[config.mk]
export PLATFORM = sky130hd
export DESIGN_NAME = wdf_watchdog
export DESIGN_NICKNAME = d
export VERILOG_FILES = /design/src/design/wdf_watchdog.v
export VERILOG_INCLUDE_DIRS = /design/src /design/src/pkg
export SDC_FILE = /design/constraint.sdc
export NUM_CORES = 1
export LEC_CHECK = 0
export BUFFER_PORTS_ARGS = -buffer_cell sky130_fd_sc_hd__clkbuf_2
export CAP_MARGIN = 20
export CORE_MARGIN = 3
export CORE_UTILIZATION = 50
export CTS_BUF_LIST = sky130_fd_sc_hd__clkbuf_16
export CTS_CLUSTER_SIZE = 12
export DETAILED_ROUTE_END_ITERATION = 8
export PLACE_DENSITY_LB_ADDON = 0.15
export SLEW_MARGIN = 20
export SYNTH_ARGS = -nofsm -noshare
export SYNTH_HDL_FRONTEND = slang
export SYNTH_SLANG_ARGS = --single-unit
[constraint.sdc]
create_clock -name clk -period 2.9 [get_ports clk]
set_input_delay 0.29 -clock clk [delete_from_list [all_inputs] [get_ports clk]]
set_output_delay 0.29 -clock clk [all_outputs]
set_load 0.03 [all_outputs]
[src/pkg/wdf_defines.vh]
`ifndef WDF_DEFINES_VH
`define WDF_DEFINES_VH

// ----------------------------------------------------------------
// Register addresses on the special function register bus
// ----------------------------------------------------------------
`define WDF_ADDR_CTRL      8'ha7
`define WDF_ADDR_RELOAD    8'hc1
`define WDF_ADDR_FEED1     8'hc2
`define WDF_ADDR_FEED2     8'hc3

// ----------------------------------------------------------------
// Control register fields
// ----------------------------------------------------------------
`define WDF_TAP_HI         7
`define WDF_TAP_LO         5
`define WDF_RUN_BIT        2
`define WDF_FLAG_BIT       1
`define WDF_CLKSEL_BIT     0

// ----------------------------------------------------------------
// Reset values and feed codes
// ----------------------------------------------------------------
`define WDF_CTRL_RST       8'he5
`define WDF_RELOAD_RST     8'hff
`define WDF_FEED1_CODE     8'ha5
`define WDF_FEED2_CODE     8'h5a

// ----------------------------------------------------------------
// Timing
// ----------------------------------------------------------------
`define WDF_CLK_HZ         40000000
`define WDF_OSC_HZ         400000
`define WDF_OSC_DIV        (`WDF_CLK_HZ / `WDF_OSC_HZ)
`define WDF_PCLK_DIV       2
`define WDF_SYNC_TICKS     2
`define WDF_PRESC_W        13
`define WDF_TAP_BASE       5

`endif

[src/design/wdf_watchdog.v]
`timescale 1ns/1ps
`include "wdf_defines.vh"

// How it works
// - Timer mode copies control register into active control on the next watchdog clock.
// - Reload value reaches down counter only by a completed feed or an underflow.
// - Control bits 7..5 hold tap_select choosing the prescaler tap.
// - Timeout equals 2^(5+tap) times (reload+1), plus one watchdog clock.
// - tap_select takes 0..7, reload value takes 0..255.
// - Timer mode moves control writes to shadow after one watchdog clock.
// - Timer mode underflow sets underflow_flag.
// - Timer mode underflow raises interrupt when irq enable is set.
// - Writing zero to underflow_flag clears it.
// - Timer mode underflow reloads counter from reload value and keeps counting.
// - Timer mode malformed feed does nothing.
// - In power down the oscillator runs only while it is the active or the target clock source.
// - Peripheral clock selected and power down halts the counter.
// - Dedicated 400KHz oscillator selectable instead of peripheral clock.
// - Clock source change applies only after a completed feed.
// - Switch waits two old clock ticks, then two new clock ticks.
// - Prescaler restarts after every completed feed.
// - Feed is A5 to first then 5A to second; no writes between.
// - Watchdog mode bad feed resets the device at once.
// - run_bit set starts the counter, cleared stops it.
// - clock_source_select 1 picks oscillator, 0 picks peripheral clock.
module wdf_watchdog #(
    parameter OSC_DIV  = `WDF_OSC_DIV,
    parameter PCLK_DIV = `WDF_PCLK_DIV
) (
    // Clock and reset
    input  wire       clk,
    input  wire       rst,
    // Special function register bus
    input  wire [7:0] sfr_addr,
    input  wire [7:0] sfr_wdata,
    input  wire       sfr_we,
    input  wire       sfr_re,
    output reg  [7:0] sfr_rdata,
    // Configuration and system
    input  wire       reset_enable_cfg,
    input  wire       watchdog_irq_enable,
    input  wire       power_down,
    // Results
    output reg        wdt_reset_out,
    output reg        wdt_irq,
    output reg        osc_running
);

    // ----------------------------------------------------------------
    // State
    // ----------------------------------------------------------------
    localparam SW_IDLE = 2'd0;
    localparam SW_DROP = 2'd1;
    localparam SW_ADD  = 2'd2;

    // Reset image of the control register, split into its fields below
    localparam [7:0] CTRL_RST = `WDF_CTRL_RST;

    // Software-visible copies
    reg [2:0]              tap_select_r;
    reg                    run_bit_r;
    reg                    underflow_flag_r;
    reg                    clock_source_select_r;
    reg [7:0]              reload_value_r;
    reg [7:0]              rdata_nxt;

    // Active control and clock switch
    reg [2:0]              sh_tap_r;
    reg                    sh_run_r;
    reg                    pend_upd_r;
    reg                    act_sel_r;
    reg                    tgt_sel_r;
    reg [1:0]              sw_state_r;
    reg [1:0]              sw_cnt_r;
    reg                    feed_armed_r;

    // Counting
    reg [`WDF_PRESC_W-1:0] presc_r;
    reg [7:0]              count_r;
    reg                    expire_r;

    // Clock enables
    reg [7:0]              pdiv_r;
    reg [7:0]              odiv_r;
    reg                    pclk_tick_r;
    reg                    osc_tick_r;

    wire wr_ctrl   = sfr_we && (sfr_addr == `WDF_ADDR_CTRL);
    wire wr_reload = sfr_we && (sfr_addr == `WDF_ADDR_RELOAD);
    wire wr_feed1  = sfr_we && (sfr_addr == `WDF_ADDR_FEED1);
    wire wr_feed2  = sfr_we && (sfr_addr == `WDF_ADDR_FEED2);
    wire wd_mode   = reset_enable_cfg;

    // ----------------------------------------------------------------
    // Feed sequence decoding
    // ----------------------------------------------------------------
    // Reads never disturb the armed state; any other write does.
    // A repeated first write while armed keeps the sequence armed.
    wire feed_start = wr_feed1 && (sfr_wdata == `WDF_FEED1_CODE);
    wire feed_done  = feed_armed_r && wr_feed2
                      && (sfr_wdata == `WDF_FEED2_CODE);
    wire feed_bad   = sfr_we && !feed_done && !feed_start
                      && (feed_armed_r || wr_feed1 || wr_feed2);

    always @(posedge clk) begin
        if (rst) begin
            feed_armed_r <= 1'b0;
        end else if (sfr_we) begin
            feed_armed_r <= feed_start;
        end
    end

    // ----------------------------------------------------------------
    // Clock enables: peripheral clock and watchdog oscillator
    // ----------------------------------------------------------------
    // The oscillator stays awake while it is either side of a pending switch
    wire osc_on = !power_down || act_sel_r || tgt_sel_r;

    always @(posedge clk) begin
        if (rst) begin
            pdiv_r      <= 8'h00;
            odiv_r      <= 8'h00;
            pclk_tick_r <= 1'b0;
            osc_tick_r  <= 1'b0;
            osc_running <= 1'b1;
        end else begin
            osc_running <= osc_on;
            // Peripheral clock stops entirely in power down
            pclk_tick_r <= 1'b0;
            if (!power_down) begin
                if (pdiv_r == PCLK_DIV[7:0] - 8'h01) begin
                    pdiv_r      <= 8'h00;
                    pclk_tick_r <= 1'b1;
                end else begin
                    pdiv_r <= pdiv_r + 8'h01;
                end
            end
            osc_tick_r <= 1'b0;
            if (osc_on) begin
                if (odiv_r == OSC_DIV[7:0] - 8'h01) begin
                    odiv_r     <= 8'h00;
                    osc_tick_r <= 1'b1;
                end else begin
                    odiv_r <= odiv_r + 8'h01;
                end
            end
        end
    end

    wire old_tick = act_sel_r ? osc_tick_r : pclk_tick_r;
    wire new_tick = tgt_sel_r ? osc_tick_r : pclk_tick_r;
    // No watchdog clock reaches the prescaler while the switch settles
    wire wd_tick  = (sw_state_r == SW_IDLE) && old_tick;

    // ----------------------------------------------------------------
    // Clock source switch
    // ----------------------------------------------------------------
    // A switch towards the peripheral clock stalls in power down, so software
    // must leave two old and two new ticks after the feed before it sleeps.
    always @(posedge clk) begin
        if (rst) begin
            sw_state_r <= SW_IDLE;
            sw_cnt_r   <= 2'd0;
            act_sel_r  <= CTRL_RST[`WDF_CLKSEL_BIT];
            tgt_sel_r  <= CTRL_RST[`WDF_CLKSEL_BIT];
        end else begin
            case (sw_state_r)
                SW_IDLE: begin
                    if (feed_done && (clock_source_select_r != act_sel_r)) begin
                        tgt_sel_r  <= clock_source_select_r;
                        sw_cnt_r   <= 2'd0;
                        sw_state_r <= SW_DROP;
                    end
                end
                SW_DROP: begin
                    if (old_tick) begin
                        if (sw_cnt_r == `WDF_SYNC_TICKS - 1) begin
                            sw_cnt_r   <= 2'd0;
                            sw_state_r <= SW_ADD;
                        end else begin
                            sw_cnt_r <= sw_cnt_r + 2'd1;
                        end
                    end
                end
                SW_ADD: begin
                    if (new_tick) begin
                        if (sw_cnt_r == `WDF_SYNC_TICKS - 1) begin
                            act_sel_r  <= tgt_sel_r;
                            sw_state_r <= SW_IDLE;
                        end else begin
                            sw_cnt_r <= sw_cnt_r + 2'd1;
                        end
                    end
                end
                default: begin
                    sw_state_r <= SW_IDLE;
                end
            endcase
        end
    end

    // ----------------------------------------------------------------
    // Active control (shadow) register
    // ----------------------------------------------------------------
    // Timer mode samples every cpu clock but lands on the next watchdog clock.
    // Watchdog mode changes the shadow only through a completed feed.
    always @(posedge clk) begin
        if (rst) begin
            sh_tap_r   <= CTRL_RST[`WDF_TAP_HI:`WDF_TAP_LO];
            sh_run_r   <= CTRL_RST[`WDF_RUN_BIT];
            pend_upd_r <= 1'b0;
        end else if (feed_done) begin
            sh_tap_r   <= tap_select_r;
            sh_run_r   <= run_bit_r;
            pend_upd_r <= 1'b0;
        end else if (!wd_mode) begin
            if ((sh_tap_r != tap_select_r) || (sh_run_r != run_bit_r)) begin
                pend_upd_r <= 1'b1;
            end
            if (pend_upd_r && wd_tick) begin
                sh_tap_r   <= tap_select_r;
                sh_run_r   <= run_bit_r;
                pend_upd_r <= 1'b0;
            end
        end
    end

    // ----------------------------------------------------------------
    // Prescaler and down counter
    // ----------------------------------------------------------------
    // Tap n wraps the prescaler every 2^(5+n) watchdog clocks.
    // A source switch shifts the first count by up to four ticks.
    // Underflow needs a watchdog tick, so a stopped clock never times out.
    wire [`WDF_PRESC_W-1:0] tap_mask =
        ({{(`WDF_PRESC_W-1){1'b0}}, 1'b1} << (`WDF_TAP_BASE + sh_tap_r)) - 1'b1;
    wire presc_wrap = (presc_r == tap_mask);
    wire underflow  = wd_tick && sh_run_r && expire_r;

    always @(posedge clk) begin
        if (rst) begin
            presc_r  <= {`WDF_PRESC_W{1'b0}};
            count_r  <= `WDF_RELOAD_RST;
            expire_r <= 1'b0;
        end else if (feed_done) begin
            presc_r  <= {`WDF_PRESC_W{1'b0}};
            count_r  <= reload_value_r;
            expire_r <= 1'b0;
        end else if (underflow) begin
            presc_r  <= {`WDF_PRESC_W{1'b0}};
            count_r  <= reload_value_r;
            expire_r <= 1'b0;
        end else if (wd_tick && sh_run_r) begin
            if (presc_wrap) begin
                presc_r <= {`WDF_PRESC_W{1'b0}};
                if (count_r == 8'h00) begin
                    // The extra clock of the timeout is spent here
                    expire_r <= 1'b1;
                end else begin
                    count_r <= count_r - 8'h01;
                end
            end else begin
                presc_r <= presc_r + 1'b1;
            end
        end
    end

    // ----------------------------------------------------------------
    // Reset and interrupt outputs
    // ----------------------------------------------------------------
    // Reset is held until the next watchdog clock, so it spans at least one.
    // The block never resets itself; the system returns this request to rst.
    always @(posedge clk) begin
        if (rst) begin
            wdt_reset_out <= 1'b0;
            wdt_irq       <= 1'b0;
        end else begin
            if (wd_mode && (underflow || feed_bad)) begin
                wdt_reset_out <= 1'b1;
            end else if (wd_tick) begin
                wdt_reset_out <= 1'b0;
            end
            wdt_irq <= !wd_mode && watchdog_irq_enable
                       && (underflow_flag_r || underflow);
        end
    end

    // ----------------------------------------------------------------
    // Software-visible registers
    // ----------------------------------------------------------------
    // A malformed feed in timer mode simply falls through with no effect.
    always @(posedge clk) begin
        if (rst) begin
            tap_select_r          <= CTRL_RST[`WDF_TAP_HI:`WDF_TAP_LO];
            run_bit_r             <= CTRL_RST[`WDF_RUN_BIT];
            clock_source_select_r <= CTRL_RST[`WDF_CLKSEL_BIT];
            underflow_flag_r      <= 1'b0;
            reload_value_r        <= `WDF_RELOAD_RST;
        end else begin
            if (wr_ctrl) begin
                tap_select_r          <= sfr_wdata[`WDF_TAP_HI:`WDF_TAP_LO];
                run_bit_r             <= sfr_wdata[`WDF_RUN_BIT];
                clock_source_select_r <= sfr_wdata[`WDF_CLKSEL_BIT];
            end
            if (wr_reload) begin
                reload_value_r <= sfr_wdata;
            end
            // Set beats a simultaneous software clear
            // Writing one to the flag leaves it as it is
            if (!wd_mode && underflow) begin
                underflow_flag_r <= 1'b1;
            end else if (wr_ctrl && !sfr_wdata[`WDF_FLAG_BIT]) begin
                underflow_flag_r <= 1'b0;
            end
        end
    end

    // Feed registers and unmapped addresses read back as zero
    always @* begin
        rdata_nxt = 8'h00;
        if (sfr_addr == `WDF_ADDR_CTRL) begin
            rdata_nxt = {tap_select_r, 2'b00, run_bit_r,
                         underflow_flag_r, clock_source_select_r};
        end else if (sfr_addr == `WDF_ADDR_RELOAD) begin
            rdata_nxt = reload_value_r;
        end
    end

    // Read data stands until the next read strobe
    always @(posedge clk) begin
        if (rst) begin
            sfr_rdata <= 8'h00;
        end else if (sfr_re) begin
            sfr_rdata <= rdata_nxt;
        end
    end

endmodule // wdf_watchdog

# Word level (Yosys, flattened, before mapping)
# Cells that the tools add are included.
# totals
register_bits,77
elab_cells,148
inputBits,23
# classes
bitwise,2
reduce_logical,53
addsub,7
n_shift,1
muxes,38
eq_ne,23
# op_table
operator,count
8-bit 2-to-1 mux,9
"8-bit equality test, second input constant",5
1-bit logical AND,20
2-bit 2-to-1 mux,10
"8-bit by 1-bit adder with 8-bit output, second input constant",2
"8-bit by 7-bit equality test with 1-bit output, second input constant",2
"13-bit by 1-bit adder with 13-bit output, second input constant",1
13-bit equality test,1
1-bit 2-to-1 mux,13
13-bit 2-to-1 mux,1
"1-bit by 4-bit left shift with 13-bit output, first input constant",1
"13-bit by 1-bit subtractor with 13-bit output, second input constant",1
2-bit one-hot mux with 3 select lines,2
"2-bit != test, second input constant",5
5-bit AND reduction,2
3-bit 2-to-1 mux,3
3-bit AND reduction,3
3-bit nonzero test,3
"8-bit by 1-bit equality test with 1-bit output, second input constant",1
8-bit zero test,1
2-bit nonzero test,4
"8-bit by 1-bit subtractor with 8-bit output, second input constant",1
1-bit logical OR,7
2-bit AND reduction,3
13 further kinds,23

# Logic depth before layout (Yosys ltp)
# depth
depth_word,11
ltp_mapped,9
mapped_depth_nobuf,8

# Least setup slack after synthesis
# No wires, ideal clock.
# synth_timing
path_type,input -> register
startpoint,input sfr_addr[2]
endpoint,register count_r[0]
path_stages,6
n_path_buf,0
path_slack_ns,0.845
arrival_time_ns,1.933
setup_time_ns,0.122
path_cell_list,or3b_4 -> or2_4 -> nor4_4 -> nor2_2 -> or3_1 -> o311a_1
# synth_via
elab_chain_len,6
elab_cells_between_ends,9
# synth_rtl
element,line,source
from (decl),wdf_watchdog.v:34,"input wire [7:0] sfr_addr,"
8-bit equality test (no line) (*),--,
1-bit logical AND (*),wdf_watchdog.v:91,wire wr_feed2 = sfr_we && (sfr_addr == `WDF_ADDR_FEED2);
1-bit logical AND (*) (2 in series),wdf_watchdog.v:100,wire feed_done = feed_armed_r && wr_feed2
3-bit != test (no line) or 3-bit nonzero test (tied branches),--,
3-bit AND reduction (no line),--,
to (signal assigned),wdf_watchdog.v:242,count_r <= `WDF_RELOAD_RST;
to (signal assigned),wdf_watchdog.v:246,count_r <= reload_value_r;
to (signal assigned),wdf_watchdog.v:250,count_r <= reload_value_r;
to (decl),wdf_watchdog.v:79,reg [7:0] count_r;
# Every way passes the cells marked *; elsewhere a longest branch is shown, timed or not.
# A chain may end at the register's enable or synchronous reset.

# Worst setup path in the final report
# layout_timing
startpoint,register sw_state_r[0]
endpoint,register count_r[1]
# layout_via
elab_chain_len,6
elab_cells_between_ends,10
# layout_rtl
element,line,source
from (decl),wdf_watchdog.v:73,reg [1:0] sw_state_r;
from (signal assigned),wdf_watchdog.v:162,sw_state_r <= SW_IDLE;
from (signal assigned),wdf_watchdog.v:172,sw_state_r <= SW_DROP;
from (signal assigned),wdf_watchdog.v:179,sw_state_r <= SW_ADD;
2-bit zero test (*),wdf_watchdog.v:153,wire wd_tick = (sw_state_r == SW_IDLE) && old_tick;
1-bit logical AND (*),wdf_watchdog.v:153,
1-bit logical AND (*),"wdf_watchdog.v:237, wdf_watchdog.v:252",
1-bit logical AND,wdf_watchdog.v:237,wire underflow = wd_tick && sh_run_r && expire_r;
3-bit != test (no line) (tied with other cells),--,
3-bit AND reduction (no line) or 8-bit 2-to-1 mux (tied branches),--,
to (signal assigned),wdf_watchdog.v:242,
to (signal assigned),wdf_watchdog.v:250,
to (signal assigned),wdf_watchdog.v:259,count_r <= count_r - 8'h01;
# Marks and branches as above.

==> impl_metrics.yaml <==
status:
  outcome: "complete, no violations"
critical_path:
  rr_worst_depth: 7
  worstSetupStartpoint: "sw_state_r[0]"
  worstSetupEndpointType: "flip-flop"
  reg2reg_to: "count_r[1]"
  r2r_slack_ns: 0.65
  worstReg2RegStart: "sw_state_r[0]"
  path_buf_inv: 1
  cp_slowest_stage_delay_ns: 0.42
  critical_path.cell_chain: "inv_1 > ha_1 > nand2_1 > a211oi_2 > nand4b_1 > mux2_2 > o21ai_0"
  crit_slowest_cell: "a211oi_2"
  critPathLaunchType: "flip-flop"
  crit_family: "compound AO/OA/AOI/OAI gates"
  cp.arrival_ns: 2.51
  required_ns: 3.16
  cp_max_fo: 8
  path_class: "reg -> reg"
global_routing:
  grt_first_pass_wirelength_um: 14600
  grt_usage: 0.208
  antenna_found_initial: 0
  grt_pass1_vias: 3172
  grt_max_degree: 28
  grt_overflow: 0
min_path:
  holdPathStages: 2
  min_from: "watchdog_irq_enable"
  hold_class: "in -> reg"
  hold_end: "wdt_irq"
floorplanning:
  die_area_mm2: 0.00883
  num_io_pins: 34
  core_mm2: 0.00737
  chipHeight_um: 94.0
  rows: 31
  die_w_um: 94.0
  initial_utilization: 0.525
synth:
  synth.distinct_cells: 56
  synthArstFlopShare: 0
  synth-seq-cells: 77
  ys.flop_type: "dfxtp_1"
  yosysWarnings: 0
  synth_edf_count: 0
  syn_area_mm2: 0.00387
  syn_nets: 500
  ys_seq_area_frac: 0.398
  synth.avg_cell_area_um2: 8.34
  syn_inst: 464
sta:
  period_needed_ns: 2.25
  setup_tns_ns: 0
  worstMarginPinSlew_ns: 0.533
  fin_skew_ns: 0.00453
  timing.slew.headroom: 0.644
  finalCritPeriodShare: 0.776
  setup_violations: 0
  finalMaxSlewViolations: 0
  rsz0062_at_grt: "no"
  fmax_ghz: 0.445
  hold_viol: 0
  worst_slack_ns: 0.651
cells_and_area:
  antenna_cells_inserted: 0
  layout-drive-gt1-share: 0.141
  multi_input_comb_area_mm2: 0.00219
  utilization: 0.600
  seq_area_mm2: 0.00154
  fill_cells: 669
  area_growth_pct: 14.3
  fin_area_mm2: 0.00442
  fin_nets: 527
placed_design:
  dpl.hpwl_um: 6270
  placement.io_buffers: 33
  dp_slack_ns: 0.446
  gp_congestion: 0.838
  place_area_mm2: 0.00411
power:
  netSwitchingPower_w: 0.000512
  p_int_w: 0.00185
  switching_share: 0.217
  vdd.ir_drop.worst_mv: 0.371
  p_seq_frac: 0.457
  powerDensity_mw_per_mm2: 535
  p_comb_frac: 0.043
  p_clk_frac: 0.500
  p_leak_nw: 1.74
  finalPower_w: 0.00237
clocking:
  tritoncts: "yes"
  numCtsBuffers: 9
  clock_tree.root_cell: "clkbuf_16"
  clk_latency_ns: 0.33
  cts_resized: 0
  clock_path_buffers: 2
  post_cts_buffers: 0
  postCtsHoldBufs: 0
  clock_sinks: 77
  h-tree-depth: 3
  clk_pin_slew_worst_paths_ns: 0.06
detailed_routing:
  ant_nets: 0
  drt-vias-per-instance: 5.69
  wl_per_cell_um: 14.7
  drc: 0
  drt-total-wl_um: 8720
  first_pass_iters: 5
  vias: 3387
  drtIter0Drc: 218
flow_run:
  maxCapViolations: 0
==> state kept, by name, indices dropped and copies added (netlist names), 2 cells and up <==
| register | flops |
|---|---|
| odiv_r | 8 |
| tap_select_r | 3 |
| sfr_rdata | 8 |
| sh_tap_r | 3 |
| reload_value_r | 8 |
| pdiv_r | 8 |
| sw_state_r | 2 |
| count_r | 8 |
| sw_cnt_r | 2 |
| presc_r | 13 |
==> final cells by class <==
type                    count  area share
clock buffers               9      0.0509
clock inverters             7      0.0204
inverters                  13      0.0110
multi-input cells         352       0.495
flip-flops and latches     77       0.348
well taps                  99      0.0280
repair buffers             38      0.0458
==> how the worst max path moves through the flow <==
| stage | slack [ns] | cells after the start | to |
|---|---|---|---|
| 6_report | 0.65 | 7 | count_r[1] |
| 5_1_grt | 0.41 | 7 | count_r[5] |
| 3_5_place_dp | 0.45 | 7 | count_r[2] |
| 3_3_place_gp | 0.50 | 7 | count_r[0] |
| 2_1_floorplan | 0.85 | 6 | count_r[0] |
| 4_1_cts | 0.68 | 7 | count_r[1] |
==> synthesized netlist by cell type (5+ instances only) <==
| master | instances | share of area |
|---|---|---|
| dfxtp_1 | 77 | 0.40 |
| nor2_1 | 68 | 0.066 |
| nand2_1 | 38 | 0.037 |
| o21ai_0 | 31 | 0.040 |
| a21oi_1 | 27 | 0.035 |
| nand3_1 | 17 | 0.022 |
| xor2_1 | 17 | 0.038 |
| clkbuf_1 | 16 | 0.016 |
| xnor2_1 | 15 | 0.034 |
| nand4_1 | 14 | 0.023 |
| ha_1 | 13 | 0.042 |
| inv_1 | 13 | 0.013 |
| nor3_1 | 13 | 0.017 |
| a22oi_1 | 9 | 0.017 |
| a211oi_1 | 8 | 0.016 |
| nor4b_1 | 6 | 0.014 |
| or3_1 | 6 | 0.0097 |
| buf_2 | 5 | 0.0065 |
| nand4b_1 | 5 | 0.011 |
==> placed cells by master, fill, tap and decap left out, drive strengths merged, types with 2 or more instances in the layout <==
master	count
nor2	69
nand3	17
a22oi	9
o31ai	2
a211oi	9
dfxtp	77
clkbuf	42
nor4b	6
or3	6
nor2b	4
and3	2
mux2i	4
nand4b	5
xnor2	15
xor2	17
nand4	14
nor3b	4
ha	13
nor3	13
bufinv	2
clkinv	3
a21oi	28
o311a	2
nor4	4
a41oi	3
or2	3
nand2	39
mux2	3
and4	4
nand2b	4
clkinvlp	2
inv	13
buf	5
or3b	3
o21ai	32
o21a	2
a31oi	4
==> logic make-up (layout without fill, tap and decap cells) <==
family	count (synthesis)	in the layout	share of synthesized area
AOI/OAI and AO/OA	99	99	0.165
xor gates and xnor gates	32	32	0.0724
adders and majority gates	13	13	0.0420
buffers and inverters	35	67	0.0356
DFF	77	77	0.398
muxes	7	7	0.0191
and+or+nand+nor	201	201	0.267
==> worst reg2reg max path, delay by kind of cell, from the launching register on <==
family	cells	cell delay, ns
flops	1	0.34
buf+inv	1	0.09
mux	1	0.33
simple gates	2	0.48
compound gates	2	0.54
fa+ha+maj	1	0.41
==> power groups by stage <==
stage | clock, W | combinational, W | sequential, W
global route | 0.00125 | 0.000113 | 0.00108
detailed placement | 0 | 0.000102 | 0.00110
floorplan | 0 | 0.0000545 | 0.00111
CTS | 0.00120 | 0.000102 | 0.00108
global placement | 0 | 0.000101 | 0.00110
finish | 0.00118 | 0.000102 | 0.00108
==> stage by stage <==
step,hold WS (ns),cells
2_1_floorplan,0.415,464
3_3_place_gp,0.460,579
3_5_place_dp,0.470,579
4_1_cts,0.210,595
5_1_grt,0.214,595
6_report,0.210,595
==> metal layers <==
layer  part of all wire  track usage  vias up
li1                   -            -     1712
met1               0.48        0.293     1589
met2               0.46        0.314       80
met3              0.054       0.0457        6
met4             0.0092       0.0710        0
met5                  0            0        -
No activity file was read; power rests on OpenSTA's default activity.
